--- config.mk ---
export PLATFORM = sky130hd
export DESIGN_NAME = dadc_ctrl
export DESIGN_NICKNAME = d
export VERILOG_FILES = /design/src/inc/dadc_pkg.sv /design/src/hdl/dadc_conv.sv /design/src/hdl/dadc_ctrl.sv /design/src/hdl/dadc_sync.sv
export SDC_FILE = /design/constraint.sdc
export NUM_CORES = 1
export LEC_CHECK = 0
export ABC_AREA = 0
export BUFFER_PORTS_ARGS = -buffer_cell sky130_fd_sc_hd__buf_4
export CORE_MARGIN = 4
export CORE_UTILIZATION = 63
export CTS_CLUSTER_SIZE = 12
export DETAILED_ROUTE_END_ITERATION = 8
export GPL_TIMING_DRIVEN = 0
export PLACE_DENSITY = 0.86
export SETUP_SLACK_MARGIN = 0.2
export SKIP_CTS_REPAIR_TIMING = 1
export SLEW_MARGIN = 20
export SYNTH_ARGS = -nofsm -noshare
export SYNTH_HDL_FRONTEND = slang
export SYNTH_SLANG_ARGS = --single-unit
export TNS_END_PERCENT = 1
--- constraint.sdc ---
create_clock -name clk -period 3.7 [get_ports clk]
set_clock_uncertainty 0.05 [all_clocks]
set_input_delay 0.37 -clock clk [delete_from_list [all_inputs] [get_ports clk]]
set_output_delay 0.37 -clock clk [all_outputs]
set_load 0.02 [all_outputs]
--- src/inc/dadc_pkg.sv ---
// Shared constants and types for the dual converter serial mode control.
// Assumes a 40 MHz system clock and word-aligned Avalon-MM byte addresses.
package dadc_pkg;

   // Timing
   localparam int CLK_PERIOD_NS = 25;
   localparam int CONV_TIME_NS = 500;
   localparam logic [5:0] CONV_CYCLES =
      6'((CONV_TIME_NS + CLK_PERIOD_NS - 1) / CLK_PERIOD_NS);

   // Data path widths and codes
   localparam int NUM_CH = 2;
   localparam int RES_W = 16;
   localparam int RAW_W = 18;
   localparam int SHREG_W = 17;
   localparam logic [RAW_W-1:0] RAW_MAX = 18'h07FFF;
   localparam logic [RAW_W-1:0] RAW_MIN = 18'h38000;
   localparam logic [RES_W-1:0] CODE_POS_FS = 16'h7FFF;
   localparam logic [RES_W-1:0] CODE_NEG_FS = 16'h8000;
   localparam logic [4:0] BITS_PLAIN = 5'h10;
   localparam logic [4:0] BITS_BUSY = 5'h11;
   localparam logic [4:0] BITS_LAST = 5'h01;
   localparam logic START_BIT_CS = 1'b0;
   localparam logic START_BIT_CHAIN = 1'b1;

   // Register byte offsets
   localparam logic [7:0] OFS_CTRL = 8'h00;
   localparam logic [7:0] OFS_STATUS = 8'h04;
   localparam logic [7:0] OFS_RESULT0 = 8'h08;
   localparam logic [7:0] OFS_RESULT1 = 8'h0C;
   localparam logic [7:0] OFS_INT_STAT = 8'h10;
   localparam logic [7:0] OFS_INT_MASK = 8'h14;

   // Fields and reset values
   localparam int CTRL_INT_CHAIN_BIT = 0;
   localparam logic CTRL_INT_CHAIN_RESET = 1'b0;
   localparam int EV_W = 4;
   localparam int EV_CONV_DONE0 = 0;
   localparam int EV_READ_DONE0 = 2;
   localparam logic [EV_W-1:0] INT_MASK_RESET = 4'h0;
   localparam int STAT_CH_W = 8;
   localparam int ST_CHAIN_MODE = 0;
   localparam int ST_BUSY_EN = 1;
   localparam int ST_CONVERTING = 2;
   localparam int ST_POWERED_DOWN = 3;
   localparam int ST_READING = 4;

   typedef struct packed {
      logic convert_start;
      logic chain_select;
      logic shift_clock;
   } dadc_pins_s;

   typedef enum logic [4:0] {
      CH_IDLE = 5'h01,
      CH_CONV = 5'h02,
      CH_WAIT = 5'h04,
      CH_SHIFT = 5'h08,
      CH_CHAIN = 5'h10
   } dadc_ch_e;

   typedef struct packed {
      dadc_ch_e state;
      logic chain_mode;
      logic busy_en;
      logic [SHREG_W-1:0] shreg;
      logic [4:0] bit_cnt;
      logic link_bit;
      logic sdo;
      logic sdo_oe;
      logic powered_down;
      logic [RES_W-1:0] result;
      dadc_pins_s last;
   } dadc_ch_s;

   typedef struct packed {
      logic read;
      logic write;
      logic [7:0] address;
      logic [3:0] byteenable;
      logic [31:0] writedata;
   } dadc_avs_req_s;

   typedef struct packed {
      logic active;
      logic [5:0] cnt;
      logic done;
      logic [RES_W-1:0] result;
   } dadc_conv_s;

   typedef struct packed {
      dadc_pins_s meta;
      dadc_pins_s stable;
   } dadc_sync_s;

   typedef struct packed {
      dadc_ch_s [NUM_CH-1:0] ch;
      logic int_chain;
      logic [EV_W-1:0] int_stat;
      logic [EV_W-1:0] int_mask;
      logic irq;
      logic waitreq;
      logic [31:0] readdata;
   } dadc_top_s;

endpackage

--- src/hdl/dadc_conv.sv ---
// Conversion timer and output coding for one internal converter.
// Assumes start is a one-cycle pulse and raw_value is the held sample.
`timescale 1ns/100ps
module dadc_conv
(
   // Clock and reset
   input wire logic clk,
   input wire logic nrst,
   // Control
   input wire logic start,
   input wire logic [dadc_pkg::RAW_W-1:0] raw_value,
   // Result
   output logic done,
   output logic [dadc_pkg::RES_W-1:0] result
);
   import dadc_pkg::*;

   dadc_conv_s conv_r;
   dadc_conv_s conv_nxt;

   always_comb
   begin
      conv_nxt = conv_r;
      conv_nxt.done = 1'b0;
      if (start && !conv_r.active)
      begin
         conv_nxt.active = 1'b1;
         conv_nxt.cnt = '0;
         if ($signed(raw_value) > $signed(RAW_MAX))
            conv_nxt.result = CODE_POS_FS;
         else if ($signed(raw_value) < $signed(RAW_MIN))
            conv_nxt.result = CODE_NEG_FS;
         else
            conv_nxt.result = raw_value[RES_W-1:0];
      end
      else if (conv_r.active)
      begin
         if (conv_r.cnt == CONV_CYCLES - 6'h01)
         begin
            conv_nxt.active = 1'b0;
            conv_nxt.done = 1'b1;
         end
         else
            conv_nxt.cnt = conv_r.cnt + 6'h01;
      end
   end

   always_ff @(posedge clk or negedge nrst)
   begin
      if (!nrst)
         conv_r <= '0;
      else
         conv_r <= conv_nxt;
   end

   assign done = conv_r.done;
   assign result = conv_r.result;
endmodule

--- src/hdl/dadc_ctrl.sv ---
// Digital interface control of a dual 16-bit sampling converter.
// Assumes converter pins are asynchronous and sample_in is on clk.
// Overview of operation
// - A rising conversion start samples chain select: high picks select-framed, low chain.
// - With chain select tied to conversion start, the pre-edge level makes chain mode win.
// - Select-framed readout works on three lines, framed by conversion start low.
// - Select-framed readout also works with chain select as a separate readout select.
// - In chain mode chain select is the cascade data input, shifted like a register.
// - In chain mode one internal converter can cascade into the other on one line set.
// - With busy enabled a start bit precedes the result bits; in select-framed readout it also signals completion.
// - Select-framed busy is enabled when either select line is low at conversion end.
// - Chain busy is enabled when the shift clock is high at the conversion start edge.
// - Each converter powers down at the end of every conversion.
// - Conversions are timed by an internal clock, never by the shift clock.
// - Results are two's complement and saturate at 0x7FFF and 0x8000.
// - Select-framed readout shows the MSB (start bit with busy) on select, advances on falls, ends at 16 falls (17 with busy) or deselect.
//
// Our own choices: the Avalon-MM interface to the registers and the register offsets.
`timescale 1ns/100ps
module dadc_ctrl
(
   // Clock and reset
   input wire logic clk,
   input wire logic nrst,
   // Avalon-MM slave
   input wire dadc_pkg::dadc_avs_req_s avs_req,
   output logic [31:0] avs_readdata,
   output logic avs_waitrequest,
   // Converter pins
   input wire logic [dadc_pkg::NUM_CH-1:0] convert_start_in,
   input wire logic [dadc_pkg::NUM_CH-1:0] chain_select_in,
   input wire logic [dadc_pkg::NUM_CH-1:0] shift_clock_in,
   output logic [dadc_pkg::NUM_CH-1:0] result_serial_out,
   output logic [dadc_pkg::NUM_CH-1:0] result_serial_oe,
   // Converter core
   input wire logic [dadc_pkg::NUM_CH-1:0][dadc_pkg::RAW_W-1:0] sample_in,
   output logic [dadc_pkg::NUM_CH-1:0] power_down_out,
   // Interrupt
   output logic irq
);
   import dadc_pkg::*;

   dadc_top_s top_r;
   dadc_top_s top_nxt;

   dadc_pins_s [NUM_CH-1:0] pins_raw;
   dadc_pins_s [NUM_CH-1:0] pins_s;
   logic [NUM_CH-1:0] conv_start;
   logic [NUM_CH-1:0] conv_done;
   logic [NUM_CH-1:0][RES_W-1:0] conv_result;

   genvar g;
   generate
      for (g = 0; g < NUM_CH; g++)
      begin : gen_ch
         assign pins_raw[g].convert_start = convert_start_in[g];
         assign pins_raw[g].chain_select = chain_select_in[g];
         assign pins_raw[g].shift_clock = shift_clock_in[g];

         dadc_sync u_sync
         (
            .clk(clk),
            .nrst(nrst),
            .pins_async(pins_raw[g]),
            .pins_sync(pins_s[g])
         );

         dadc_conv u_conv
         (
            .clk(clk),
            .nrst(nrst),
            .start(conv_start[g]),
            .raw_value(sample_in[g]),
            .done(conv_done[g]),
            .result(conv_result[g])
         );
      end
   endgenerate

   always_comb
   begin
      dadc_pins_s p;
      dadc_pins_s q;
      logic cnv_rise;
      logic sck_rise;
      logic sck_fall;
      logic sel;
      logic link_in;
      logic end_read;
      logic [EV_W-1:0] ev;
      logic [EV_W-1:0] clr;
      logic [NUM_CH*STAT_CH_W-1:0] status;
      p = '0;
      q = '0;
      cnv_rise = 1'b0;
      sck_rise = 1'b0;
      sck_fall = 1'b0;
      sel = 1'b0;
      link_in = 1'b0;
      end_read = 1'b0;
      ev = '0;
      clr = '0;
      status = '0;
      conv_start = '0;
      top_nxt = top_r;

      for (int i = 0; i < NUM_CH; i++)
      begin
         p = pins_s[i];
         q = top_r.ch[i].last;
         cnv_rise = p.convert_start & ~q.convert_start;
         sck_rise = p.shift_clock & ~q.shift_clock;
         sck_fall = ~p.shift_clock & q.shift_clock;
         sel = ~(p.convert_start & p.chain_select);
         if (i == 0 && top_r.int_chain)
            link_in = top_r.ch[1].sdo;
         else
            link_in = p.chain_select;
         end_read = 1'b0;
         top_nxt.ch[i].last = p;

         // A conversion in flight is never restarted or stopped by the pins
         if (cnv_rise && top_r.ch[i].state != CH_CONV)
         begin
            conv_start[i] = 1'b1;
            top_nxt.ch[i].state = CH_CONV;
            top_nxt.ch[i].chain_mode = ~q.chain_select;
            top_nxt.ch[i].busy_en = ~q.chain_select & q.shift_clock;
            top_nxt.ch[i].sdo_oe = 1'b0;
            top_nxt.ch[i].powered_down = 1'b0;
         end
         else
         begin
            case (top_r.ch[i].state)
               CH_CONV:
               begin
                  if (conv_done[i])
                  begin
                     top_nxt.ch[i].powered_down = 1'b1;
                     top_nxt.ch[i].result = conv_result[i];
                     ev[EV_CONV_DONE0 + i] = 1'b1;
                     if (top_r.ch[i].chain_mode)
                     begin
                        if (top_r.ch[i].busy_en)
                           top_nxt.ch[i].shreg = {START_BIT_CHAIN, conv_result[i]};
                        else
                           top_nxt.ch[i].shreg = {conv_result[i], 1'b0};
                        top_nxt.ch[i].state = CH_CHAIN;
                     end
                     else if (sel)
                     begin
                        top_nxt.ch[i].busy_en = 1'b1;
                        top_nxt.ch[i].shreg = {START_BIT_CS, conv_result[i]};
                        top_nxt.ch[i].bit_cnt = BITS_BUSY;
                        top_nxt.ch[i].sdo_oe = 1'b1;
                        top_nxt.ch[i].state = CH_SHIFT;
                     end
                     else
                     begin
                        top_nxt.ch[i].busy_en = 1'b0;
                        top_nxt.ch[i].shreg = {conv_result[i], 1'b0};
                        top_nxt.ch[i].bit_cnt = BITS_PLAIN;
                        top_nxt.ch[i].state = CH_WAIT;
                     end
                  end
               end
               CH_WAIT:
               begin
                  if (sel)
                  begin
                     top_nxt.ch[i].sdo_oe = 1'b1;
                     top_nxt.ch[i].state = CH_SHIFT;
                  end
               end
               CH_SHIFT:
               begin
                  if (!sel)
                     end_read = 1'b1;
                  else if (sck_fall)
                  begin
                     if (top_r.ch[i].bit_cnt == BITS_LAST)
                        end_read = 1'b1;
                     else
                     begin
                        top_nxt.ch[i].shreg = {top_r.ch[i].shreg[SHREG_W-2:0], 1'b0};
                        top_nxt.ch[i].bit_cnt = top_r.ch[i].bit_cnt - 5'h01;
                     end
                  end
               end
               CH_CHAIN:
               begin
                  if (sck_rise)
                     top_nxt.ch[i].link_bit = link_in;
                  // Without busy only the upper 16 bits form the stage, so a cascade
                  // passes exactly one 16-bit word per converter
                  if (sck_fall && top_r.ch[i].busy_en)
                     top_nxt.ch[i].shreg =
                        {top_r.ch[i].shreg[SHREG_W-2:0], top_r.ch[i].link_bit};
                  else if (sck_fall)
                     top_nxt.ch[i].shreg =
                        {top_r.ch[i].shreg[SHREG_W-2:1], top_r.ch[i].link_bit, 1'b0};
                  // Framed by conversion start low, so shared lines stay free otherwise
                  top_nxt.ch[i].sdo_oe = ~p.convert_start;
               end
               default:
               begin
                  top_nxt.ch[i].sdo_oe = 1'b0;
               end
            endcase
         end

         if (end_read)
         begin
            top_nxt.ch[i].sdo_oe = 1'b0;
            top_nxt.ch[i].state = CH_IDLE;
            ev[EV_READ_DONE0 + i] = 1'b1;
         end
         top_nxt.ch[i].sdo = top_nxt.ch[i].shreg[SHREG_W-1];

         status[i*STAT_CH_W + ST_CHAIN_MODE] = top_r.ch[i].chain_mode;
         status[i*STAT_CH_W + ST_BUSY_EN] = top_r.ch[i].busy_en;
         status[i*STAT_CH_W + ST_CONVERTING] = top_r.ch[i].state == CH_CONV;
         status[i*STAT_CH_W + ST_POWERED_DOWN] = top_r.ch[i].powered_down;
         status[i*STAT_CH_W + ST_READING] = top_r.ch[i].sdo_oe;
      end

      // Register access: one wait cycle, then the answer stands for the completing edge
      top_nxt.waitreq = 1'b1;
      if ((avs_req.read || avs_req.write) && top_r.waitreq)
      begin
         top_nxt.waitreq = 1'b0;
         if (!avs_req.read)
            top_nxt.readdata = top_r.readdata;
         else if (avs_req.address == OFS_CTRL)
            top_nxt.readdata = {31'h00000000, top_r.int_chain};
         else if (avs_req.address == OFS_STATUS)
            top_nxt.readdata = {16'h0000, status};
         else if (avs_req.address == OFS_RESULT0)
            top_nxt.readdata = {16'h0000, top_r.ch[0].result};
         else if (avs_req.address == OFS_RESULT1)
            top_nxt.readdata = {16'h0000, top_r.ch[1].result};
         else if (avs_req.address == OFS_INT_STAT)
            top_nxt.readdata = {28'h0000000, top_r.int_stat};
         else if (avs_req.address == OFS_INT_MASK)
            top_nxt.readdata = {28'h0000000, top_r.int_mask};
         else
            top_nxt.readdata = 32'h00000000;
      end

      if (avs_req.write && !top_r.waitreq && avs_req.byteenable[0])
      begin
         if (avs_req.address == OFS_CTRL)
            top_nxt.int_chain = avs_req.writedata[CTRL_INT_CHAIN_BIT];
         else if (avs_req.address == OFS_INT_STAT)
            clr = avs_req.writedata[EV_W-1:0];
         else if (avs_req.address == OFS_INT_MASK)
            top_nxt.int_mask = avs_req.writedata[EV_W-1:0];
      end

      // A new event outranks a clear written in the same cycle
      top_nxt.int_stat = (top_r.int_stat & ~clr) | ev;
      top_nxt.irq = |(top_nxt.int_stat & top_nxt.int_mask);
   end

   always_ff @(posedge clk or negedge nrst)
   begin
      if (!nrst)
      begin
         top_r <= '0;
         for (int i = 0; i < NUM_CH; i++)
         begin
            top_r.ch[i].state <= CH_IDLE;
            top_r.ch[i].powered_down <= 1'b1;
         end
         top_r.int_chain <= CTRL_INT_CHAIN_RESET;
         top_r.int_mask <= INT_MASK_RESET;
         top_r.waitreq <= 1'b1;
      end
      else
         top_r <= top_nxt;
   end

   generate
      for (g = 0; g < NUM_CH; g++)
      begin : gen_out
         assign result_serial_out[g] = top_r.ch[g].sdo;
         assign result_serial_oe[g] = top_r.ch[g].sdo_oe;
         assign power_down_out[g] = top_r.ch[g].powered_down;
      end
   endgenerate

   assign avs_readdata = top_r.readdata;
   assign avs_waitrequest = top_r.waitreq;
   assign irq = top_r.irq;
endmodule

--- src/hdl/dadc_sync.sv ---
// Two-stage synchroniser for one channel's converter pins.
// Assumes the pins are asynchronous to clk; only the second stage is read.
`timescale 1ns/100ps
module dadc_sync
(
   // Clock and reset
   input wire logic clk,
   input wire logic nrst,
   // Pins
   input wire dadc_pkg::dadc_pins_s pins_async,
   output dadc_pkg::dadc_pins_s pins_sync
);
   import dadc_pkg::*;

   dadc_sync_s sync_r;
   dadc_sync_s sync_nxt;

   always_comb
   begin
      sync_nxt.meta = pins_async;
      sync_nxt.stable = sync_r.meta;
   end

   always_ff @(posedge clk or negedge nrst)
   begin
      if (!nrst)
         sync_r <= '0;
      else
         sync_r <= sync_nxt;
   end

   assign pins_sync = sync_r.stable;
endmodule

==> summary.txt, run 1 <==
Worst setup path
  • Worst-path maximum fanout: 10
  • Critical path class: register to register
  • Worst Setup SP: top_r[89]
  • FF-to-FF setup slack: between 1 and 1.5 ns
  • Worst EP arrival: 2.94 ns
  • CP Launch Type: register
  • Setup crit end: top_r[82]
  • Worst setup EP type: register
  • FF-to-FF path depth: 6
  • R2R Path End: top_r[82]
  • Launch point of the worst reg-to-reg path: top_r[89]
  • Critical path required time: 3.97 ns

Min path
  • Worst min-delay path category: input pin to register

Outcome
  • Status: complete, no violations

Logic synthesis
  • Largest family of logic cells by synthesized area: simple AND/OR/NAND/NOR gates
  • Post-synthesis average cell area: about 9.6 sq um
  • Post-Syn Instances: between 1k and 1.5k
  • Top post-synthesis cells by area: dfrtp_1 (47%), o21ai_0 (6.8%), mux2_2 (6.5%)
  • Mux cell area share after synthesis: between 10% and 20%
  • Sequential fraction of the synthesis area: approximately 48%
  • Synth cell types: 68
  • Register bit total from synthesis: 189
  • Asr flop ratio synth: 100.0%
  • Adder-Cell Fraction of Synth Area: 0.7660%
  • Simple-Gate Fraction of Synth Area: between 15 and 20%
  • Post-Syn Area: 9801 sq um
  • Post-Synth XOR/XNOR Area: roughly 1.1%
  • Number of synthesis warnings: 0
  • Cell accounting for the most synthesized area: dfrtp_1
  • Compound-Gate Fraction of Synth Area: about 14%
  • Post-synth top area share: between 40% and 50%
  • Main synth FF type: dfrtp_1
  • Post-synth EDFFs: 0

Layout
  • Filler cells: approximately 1.1k
  • Final Net Count: 1242
  • Syn-to-layout area delta: 16.20%
  • Most frequent cells in the layout: dfrtp_1 (184), nand2_1 (147), o21ai_0 (133)
  • Post-route core utilization: about three quarters
  • Most common cell after layout, fill and taps aside: dfrtp_1
  • Layout cells sized above 1: 19.86%
  • # diodes: 0

Drt
  • DR DRC count: 0
  • DRT Wirelength: about 23 mm
  • Pre-antenna DRT Iters: 5
  • 1st-iter DRT viols: roughly 940
  • Wire per inst: between 15 and 20 um
  • Antenna violation net count after detailed routing: 0
  • Detailed-route vias per instance: ~6
  • Vias: about 8.1k

Timing
  • Final hold vios: 0
  • Upper clock frequency limit: approximately 0.37 GHz
  • Period utilization: approximately 70%
  • Setup TNS: 0 ns
  • Worst-margin pin slew: 0.9615 ns
  • Final setup fails: 0
  • Tmin final: approximately 2.7 ns
  • Rel. slew slack: between 30% and 40%
  • Max-slew violation count: 0
  • Unrepaired setup endpoints after global routing: no

CTS
  • Clock Path Buffers: 2
  • CTS tree: built
  • Worst-Skew Late Latency: roughly 0.44 ns
  • CTS HTree Levels: 4
  • Num CTS Buffers: 17
  • Clock transition at path regs: roughly 0.070 ns
  • CTS Root Cell: clkbuf_16
  • # clock sinks: around 190

Floorplanning
  • Core ar.: 15200 sq um
  • Die X: ~130 um
  • Row Count: 45
  • I/O pin count: between 100 and 150
  • Die footprint: roughly 18000 sq um
  • Initial Util: 64.47%
  • Die H: 132.7 um

Global route
  • Tot GR Track Use: between 20% and 30%
  • Initial antenna violation count: 0
  • Vias in the first global route: just under 8k
  • Global route overflow: 0
  • Largest net degree at the start of global routing: about 90
  • First-pass GRT wire length: between 30 and 40 mm

Pwr
  • Power per cell area: ~680 nW/um^2
  • LEAKAGE: between 5 and 6 nW
  • Worst vdd ir: around 0.38 mV

Placed design
  • Port Buffers: 78
  • Post-DP HPWL: 16.60 mm
  • RePlAce Congestion: around 0.9

Job
  • Max Cap Viol: 0
-- worst max-delay path, stage by stage, from the launching register on --
cell      delay [ns]
dfrtp_1         0.32
clkbuf_1        0.35
mux2i_1         0.78
buf_2           0.42
mux2i_1         0.24
o21ai_0         0.10
mux2_4          0.29
-- worst min-delay path by stage --
stage	from	end	slack, ns	depth (start not counted)
6_report	avs_req[45]	avs_waitrequest	0.04	2
5_1_grt	avs_req[45]	avs_waitrequest	0.06	2
4_1_cts	nrst	top_r[68]	-0.23	1
3_5_place_dp	nrst	top_r[68]	0.23	1
3_3_place_gp	gen_ch[0].u_sync.sync_nxt[0]	gen_ch[0].u_sync.pins_sync[0]	0.28	0
2_1_floorplan	nrst	avs_readdata[0]	0.02	0
-- power by group --
part	internal (W)	switching [W]	leakage, nW
Sequential	0.00270	0.000625	2.43
Clock	0.00108	0.000762	0.278
Combinational	0.00123	0.00136	2.86
Total	0.00500	0.00274	5.56
-- synthesized netlist by cell type (11+ instances only) --
| cell | instances |
|---|---|
| a211oi_1 | 15 |
| nor3_1 | 11 |
| buf_4 | 38 |
| nand2_1 | 147 |
| clkbuf_1 | 40 |
| a21o_1 | 21 |
| nor2_1 | 111 |
| inv_1 | 14 |
| o21ai_0 | 133 |
| nand3_1 | 21 |
| mux2i_1 | 47 |
| a21oi_1 | 17 |
| dfrtp_1 | 184 |
| mux2_2 | 57 |
-- state kept, by name (all words and copies together) (netlist names), 6 cells and up --
| name | cells |
|---|---|
| top_r | 107 |
| gen_ch.u_sync.pins_sync | 6 |
| gen_ch.u_conv.conv_r | 14 |
| gen_ch.u_sync.sync_nxt | 6 |
| gen_ch.u_conv.result | 32 |
| avs_readdata | 16 |
-- cell type report --
| class | instances | area [sq um] | area share [%] |
|---|---|---|---|
| Clock buffer | 24 | 461.7 | 4.054 |
| Clock inverter | 7 | 116.4 | 1.022 |
| Buffer | 93 | 511.7 | 4.494 |
| Sequential cell | 189 | 4736 | 41.58 |
| Inverter | 14 | 52.55 | 0.4614 |
| Multi-Input combinational cell | 744 | 4557 | 40.01 |
| Tap cell | 188 | 235.2 | 2.065 |
| Timing Repair Buffer | 87 | 718.2 | 6.306 |
-- through the flow --
stage	total power [W]	hold WS (ns)	setup slack, ns	area, sq um	cells
5_1_grt	0.008214	0.05899	0.8633	11390	1346
3_3_place_gp	0.005700	0.2839	1.022	10680	1306
2_1_floorplan	0.005069	0.02441	1.406	9857	1040
4_1_cts	0.007705	-0.2283	1.037	11320	1339
6_report	0.007748	0.04390	1.030	11390	1346
3_5_place_dp	0.005849	0.2283	1.067	10740	1308
-- routing by layer --
layer,GRT usage (%),vias up,routed length (um)
met1,38.77,3924,10570
met3,4.106,33,1445
met5,0,-,0
li1,-,3771,-
met2,42.99,343,11060
met4,8.545,0,396
-- cell families (layout without fill, tap and decap cells) --
| logic type | count (synthesis) | in the layout |
|---|---|---|
| xor+xnor | 12 | 12 |
| compound gates | 231 | 231 |
| flops | 189 | 189 |
| simple gates | 364 | 364 |
| other cells | 1 | 16 |
| buf+inv | 107 | 225 |
| fa+ha+maj | 6 | 6 |
| mux | 115 | 115 |
No activity file was read; power rests on OpenSTA's default activity.
==> run 2: changes to the inputs <==
Settings changed: CORE_UTILIZATION 63 to 53, PLACE_DENSITY 0.86 to 0.77.
Clock period 3.7 ns to 2.4 ns, I/O delays scaled along.
==> run 2 against run 1 <==
Compared with the run above: the flow now finishes with violations (negative setup slack); final cell count grew 4.5%; die area grew 18%; wire length grew 2.2%; critical path depth grew 3; largest power group unchanged.
==> summary.txt, run 2 (same netlist as run 1, synthesis figures left out) <==
Outcome
  • Status: finished, violations left
  • Failing checks: negative setup slack

Global route
  • Vias in the first global route: 7584 (-2.0%)
  • Initial antenna violation count: 0 (unchanged)
  • Global route overflow: 0 (unchanged)
  • First-pass GRT wire length: 37.94 mm (-2.0%)
  • Largest net degree at the start of global routing: 85 (-3.4%)
  • Tot GR Track Use: 22.77% (-4.3 points)

Drt
  • Vias: 8029 (-0.52%)
  • 1st-iter DRT viols: 762 (-19%)
  • Pre-antenna DRT Iters: 5 (unchanged)
  • Antenna violation net count after detailed routing: 0 (unchanged)
  • DRT Wirelength: 23.99 mm (+2.2%)
  • DR DRC count: 0 (unchanged)
  • Wire per inst: 17.06 um (-2.2%)
  • Detailed-route vias per instance: 5.711 (-4.8%)

Timing
  • Final hold vios: 0 (unchanged)
  • Unrepaired setup endpoints after global routing: yes
  • Max-slew violation count: 0 (unchanged)
  • PnR worst setup slack: -0.06922 ns (-1.099 ns)
  • Final setup fails: 16 (+16)
  • Tmin final: 2.469 ns (-0.2008 ns)
  • Upper clock frequency limit: 0.4050 GHz (+8.1%)
  • Rel. slew slack: 53.84% (+18 points)
  • Worst-margin pin slew: 0.6860 ns (-0.2754 ns)
  • Period utilization: 102.9% (+31 points)

Floorplanning
  • Die H: 144.0 um (+8.5%)
  • Core ar.: 18090 sq um (+19%)
  • Row Count: 49 (+8.9%)
  • Die X: 144.0 um (+8.5%)
  • Die footprint: 20730 sq um (+18%)
  • Initial Util: 54.19% (-10 points)
  • I/O pin count: 130 (unchanged)

CTS
  • Clock Path Buffers: 2 (unchanged)
  • CTS Root Cell: clkbuf_16
  • CTS tree: built
  • Clock transition at path regs: 0.07 ns (about the same)
  • # clock sinks: 189 (unchanged)
  • CTS HTree Levels: 4 (unchanged)
  • Worst-Skew Late Latency: 0.44 ns (about the same)
  • Num CTS Buffers: 17 (unchanged)

Placed design
  • Placement Setup Slack: -0.2585 ns (-1.326 ns)
  • Post-DP HPWL: 16.91 mm (+1.9%)
  • RePlAce Congestion: 0.9189 (+1.9%)
  • Port Buffers: 78 (unchanged)

Worst setup path
  • Critical path class: register to register
  • Worst Setup SP: top_r[67]
  • Critical path required time: 2.67 ns (-1.30 ns)
  • Worst EP arrival: 2.74 ns (-0.20 ns)
  • Worst-path maximum fanout: 5 (-5)
  • Worst setup EP type: register
  • CP Launch Type: register
  • Launch point of the worst reg-to-reg path: top_r[67]

Min path
  • Worst min-delay path category: input pin to register
  • Worst hold start: avs_req[2]

Pwr
  • Power, Total: 0.01253 W (+62%)
  • Power per cell area: 1065 nW/um^2 (+57%)
  • LEAKAGE: 5.722 nW (+2.9%)
  • Worst vdd ir: 0.4720 mV (+24%)

Layout
  • Most frequent cells in the layout: dfrtp_1 (183), nand2_1 (147), o21ai_0 (132)
  • Layout cells sized above 1: 23.64% (+3.8 points)
  • Post-route core utilization: 65.04% (-9.9 points)
  • Final Net Count: 1259 (+1.4%)
  • Most common cell after layout, fill and taps aside: dfrtp_1
  • Top reg by flops: top_r
  • Syn-to-layout area delta: 20.02%
  • Max reg flops: 107 (unchanged)

Job
  • Max Cap Viol: 0 (unchanged)
==> run 2: final timing paths <==
| kind | slack (ns) | end | cells after the start |
|---|---|---|---|
| max | -0.07 | top_r[85] | 9 |
| min | 0.002 | top_r[36] | 3 |
| max reg2reg | -0.07 | top_r[85] | 9 |
| min reg2reg | 0.30 | gen_ch[0].u_sync.pins_sync[2] | 0 |
| max in group asynchronous | 0.97 | avs_waitrequest | 4 |
| min in group asynchronous | 0.25 | gen_ch[0].u_conv.conv_r[21] | 2 |
==> run 2: power by group <==
part / switching, W / total (W) / internal [W]
Sequential: 0.000979 / 0.00514 / 0.00416
Combinational: 0.00222 / 0.00446 / 0.00224
Clock: 0.00128 / 0.00293 / 0.00166
Total: 0.00447 / 0.0125 / 0.00806
==> run 2: through the flow <==
step                instances  area [sq um]  hold slack [ns]  TNS [ns]
floorplan                1040          9873          -0.1056         0
global placement         1347         10750           0.2851    -28.04
detailed placement       1349         10810           0.1299    -3.613
CTS                      1381         11420          -0.3447    -3.835
global route             1405         11760          0.01443    -1.102
finish                   1406         11760         0.002407   -0.3955
==> run 2: area by class of cell <==
type / instances / area, sq um
timing repair buffer: 104 / 872.1
clock buffer: 17 / 425.4
multi-input combinational: 744 / 4661
antenna: 1 / 2.502
clock inverter: 15 / 185.2
buffer: 93 / 540.5
tap: 229 / 286.5
fill: 1448 / 6324
inverter: 14 / 52.55
sequential: 189 / 4737
==> run 2: critical path, stage by stage (launching register included) <==
cell       delay, ns
dfrtp_1         0.40
inv_2           0.09
ha_4            0.12
or4b_4          0.46
and3_4          0.21
o21ai_4         0.16
a311o_1         0.24
buf_6           0.16
clkbuf_16       0.15
mux2_4          0.31
==> run 2: per-layer routing <==
metal	share of wire, %	global-route usage, %	up-vias	routed length [um]
met3	6.4	4.431	39	1544
li1	-	-	3805	-
met1	46	33.28	3896	11000
met5	0	0	-	0
met2	46	34.66	289	11020
met4	1.8	6.987	0	423
==> run 3: changes to the inputs <==
Clock period 2.4 ns to 2.13 ns, I/O delays scaled along.
==> run 3 against run 2 <==
Compared with the run above: the flow still finishes with violations (negative setup slack); first-iteration DRC count fell by 6.2%; fmax up 0.22%; register-to-register slack got worse by 0.26 ns; wire length rose by 0.84%; via count increased by 0.16%; die area stayed put; combinational power is 16% higher; sequential share of layout area down 0.54 points; power up 14%; design area is 1.4% higher; utilization increased by 0.90 points; global-route usage stayed put; largest power group unchanged; highest routed layer unchanged.
==> summary.txt, run 3 (same netlist as run 1, synthesis figures left out) <==
Worst setup path
  • Buf+Inv Stages, Crit Path: 3 (unchanged)
  • R2R Path End: top_r[85]
  • FF-to-FF path depth: 9 (unchanged)
  • Critical path class: register to register
  • CP Launch Type: register
  • Worst setup EP type: register
  • Crit path cell chain: inv_2, ha_4, or4b_4, and3_4, o21ai_4, a311o_1, buf_6, clkbuf_16, mux2_4
  • Launch point of the worst reg-to-reg path: top_r[67]
  • FF-to-FF setup slack: -0.33 ns (-0.26 ns)
  • Largest delay share family, worst path: simple AND/OR/NAND/NOR gates
  • Worst Setup SP: top_r[67]
  • Setup crit end: top_r[85]
  • Slowest CP cell: or4b_4
  • Critical path depth in cells: 9 (unchanged)
  • Worst EP arrival: 2.74 ns (about the same)
  • Crit path largest cell delay: 0.46 ns (about the same)
  • Worst-path maximum fanout: 5 (unchanged)
  • Critical path required time: 2.41 ns (-0.26 ns)

Drt
  • Antenna violation net count after detailed routing: 0 (unchanged)
  • DR DRC count: 0 (unchanged)
  • Pre-antenna DRT Iters: 5 (unchanged)
  • Wire per inst: 17.17 um (+0.62%)
  • DRT Wirelength: 24.19 mm (+0.84%)
  • Vias: 8042 (+0.16%)
  • Detailed-route vias per instance: 5.708 (about the same)
  • 1st-iter DRT viols: 715 (-6.2%)

Floorplanning
  • Die X: 144.0 um (unchanged)
  • Die H: 144.0 um (unchanged)
  • Core ar.: 18090 sq um (unchanged)
  • Row Count: 49 (unchanged)
  • Initial Util: 54.19% (unchanged)
  • Die footprint: 20730 sq um (unchanged)
  • I/O pin count: 130 (unchanged)

Global route
  • Tot GR Track Use: 22.77% (unchanged)
  • Routing usage on met3: 4.431% (unchanged)
  • First-pass GRT wire length: 37.94 mm (unchanged)
  • Vias in the first global route: 7584 (unchanged)
  • Global route overflow: 0 (unchanged)
  • Initial antenna violation count: 0 (unchanged)
  • Met1 GRT Util: 33.28% (unchanged)
  • Grt met2 use: 34.66% (unchanged)
  • Busiest grt layer: met2
  • Largest net degree at the start of global routing: 85 (unchanged)

Placed design
  • DP Area: 10810 sq um (unchanged)
  • Post-DP HPWL: 16.91 mm (unchanged)
  • Dpl cells: 1349 (unchanged)
  • Port Buffers: 78 (unchanged)
  • RePlAce Congestion: 0.9189 (unchanged)

Outcome
  • Failing checks: negative setup slack
  • Status: finished, violations left

Layout
  • Syn-to-layout area delta: 21.68%
  • Non-filler cells, final: 1409 (+0.21%)
  • Max reg flops: 107 (unchanged)
  • Top reg by flops: top_r
  • Most frequent cells in the layout: dfrtp_1 (182), nand2_1 (146), o21ai_0 (132)
  • Most common cell after layout, fill and taps aside: dfrtp_1
  • Layout cells sized above 1: 24.51% (+0.87 points)
  • Design Area, Final: 11930 sq um (+1.4%)
  • Final Net Count: 1262 (+0.24%)

Timing
  • Rel. slew slack: 52.29% (-1.6 points)
  • Final setup fails: 33 (+17)
  • PnR worst setup slack: -0.3338 ns (-0.2645 ns)
  • Max-slew violation count: 0 (unchanged)
  • Worst-margin pin slew: 0.7091 ns (+0.02308 ns)
  • Tmin final: 2.464 ns (-0.005458 ns)
  • Unrepaired setup endpoints after global routing: yes
  • Period utilization: 115.7% (+13 points)
  • Final hold vios: 0 (unchanged)
  • Upper clock frequency limit: 0.4059 GHz (+0.22%)

CTS
  • Clock transition at path regs: 0.07 ns (about the same)
  • Clock Path Buffers: 2 (unchanged)
  • CTS HTree Levels: 4 (unchanged)
  • CTS tree: built
  • Num CTS Buffers: 17 (unchanged)
  • Worst-Skew Late Latency: 0.45 ns (about the same)
  • CTS Root Cell: clkbuf_16
  • # clock sinks: 189 (unchanged)

Job
  • Max Cap Viol: 0 (unchanged)

Pwr
  • LEAKAGE: 5.796 nW (+1.3%)
  • Power per cell area: 1200 nW/um^2 (+13%)
  • Worst vdd ir: 0.5483 mV (+16%)

Min path
  • Worst min-delay path category: input pin to register
==> run 3: cell count changes in the layout (fill, tap and decap cells not counted), sizes merged <==
cell,previous run,this run
buf,146,149
clkbuf,59,56
dlygate4sd3,9,12
==> run 3: how the worst min path moves through the flow <==
stage,end,startpoint,depth (start not counted)
after CTS,gen_ch[0].u_conv.result[11],nrst,1
final,top_r[37],avs_req[3],2
after global routing,top_r[37],avs_req[3],2
after floorplan,avs_readdata[0],nrst,0
after global placement,gen_ch[1].u_sync.sync_nxt[0],shift_clock_in[1],1
after detailed placement,gen_ch[0].u_conv.result[11],nrst,1
==> run 3: per-stage QoR <==
stage                     worst slack, ns  hold slack (ns)  util, %  setup TNS (ns)  power, W
final                             -0.3338         0.008997    65.94          -6.100   0.01431
after global routing              -0.3557         0.007316    65.92          -9.006   0.01514
after CTS                         -0.5737          -0.3717    63.13          -27.52   0.01352
after detailed placement          -0.5285           0.1029    59.76          -28.34   0.01017
after global placement            -0.5054           0.2719    59.41          -93.66  0.009984
after floorplan                   -0.1265          -0.1326        -          -1.522  0.008830
==> run 3: layer usage <==
metal  vias to the layer above  routed length [um]
li1                       3801                   -
met1                      3928               11210
met2                       277               11100
met3                        36                1490
met4                         0                 383
met5                         -                   0
==> run 3: area by class of cell <==
| type | instances | area, sq um |
|---|---|---|
| multi-input cells | 744 | 4760 |
| inverters | 14 | 52.55 |
| diodes | 1 | 2.502 |
| flip-flops and latches | 189 | 4738 |
| well taps | 229 | 286.5 |
| clock buffers | 17 | 425.4 |
| fillers | 1415 | 6161 |
| clock inverters | 15 | 185.2 |
| plain buffers | 93 | 573.1 |
| repair buffers | 107 | 902.1 |
==> run 3: report_power, final <==
| group | total [W] | internal [W] | switching (W) |
|---|---|---|---|
| sequential | 0.00581 | 0.00469 | 0.00112 |
| clock | 0.00331 | 0.00187 | 0.00145 |
| combinational | 0.00519 | 0.00263 | 0.00256 |
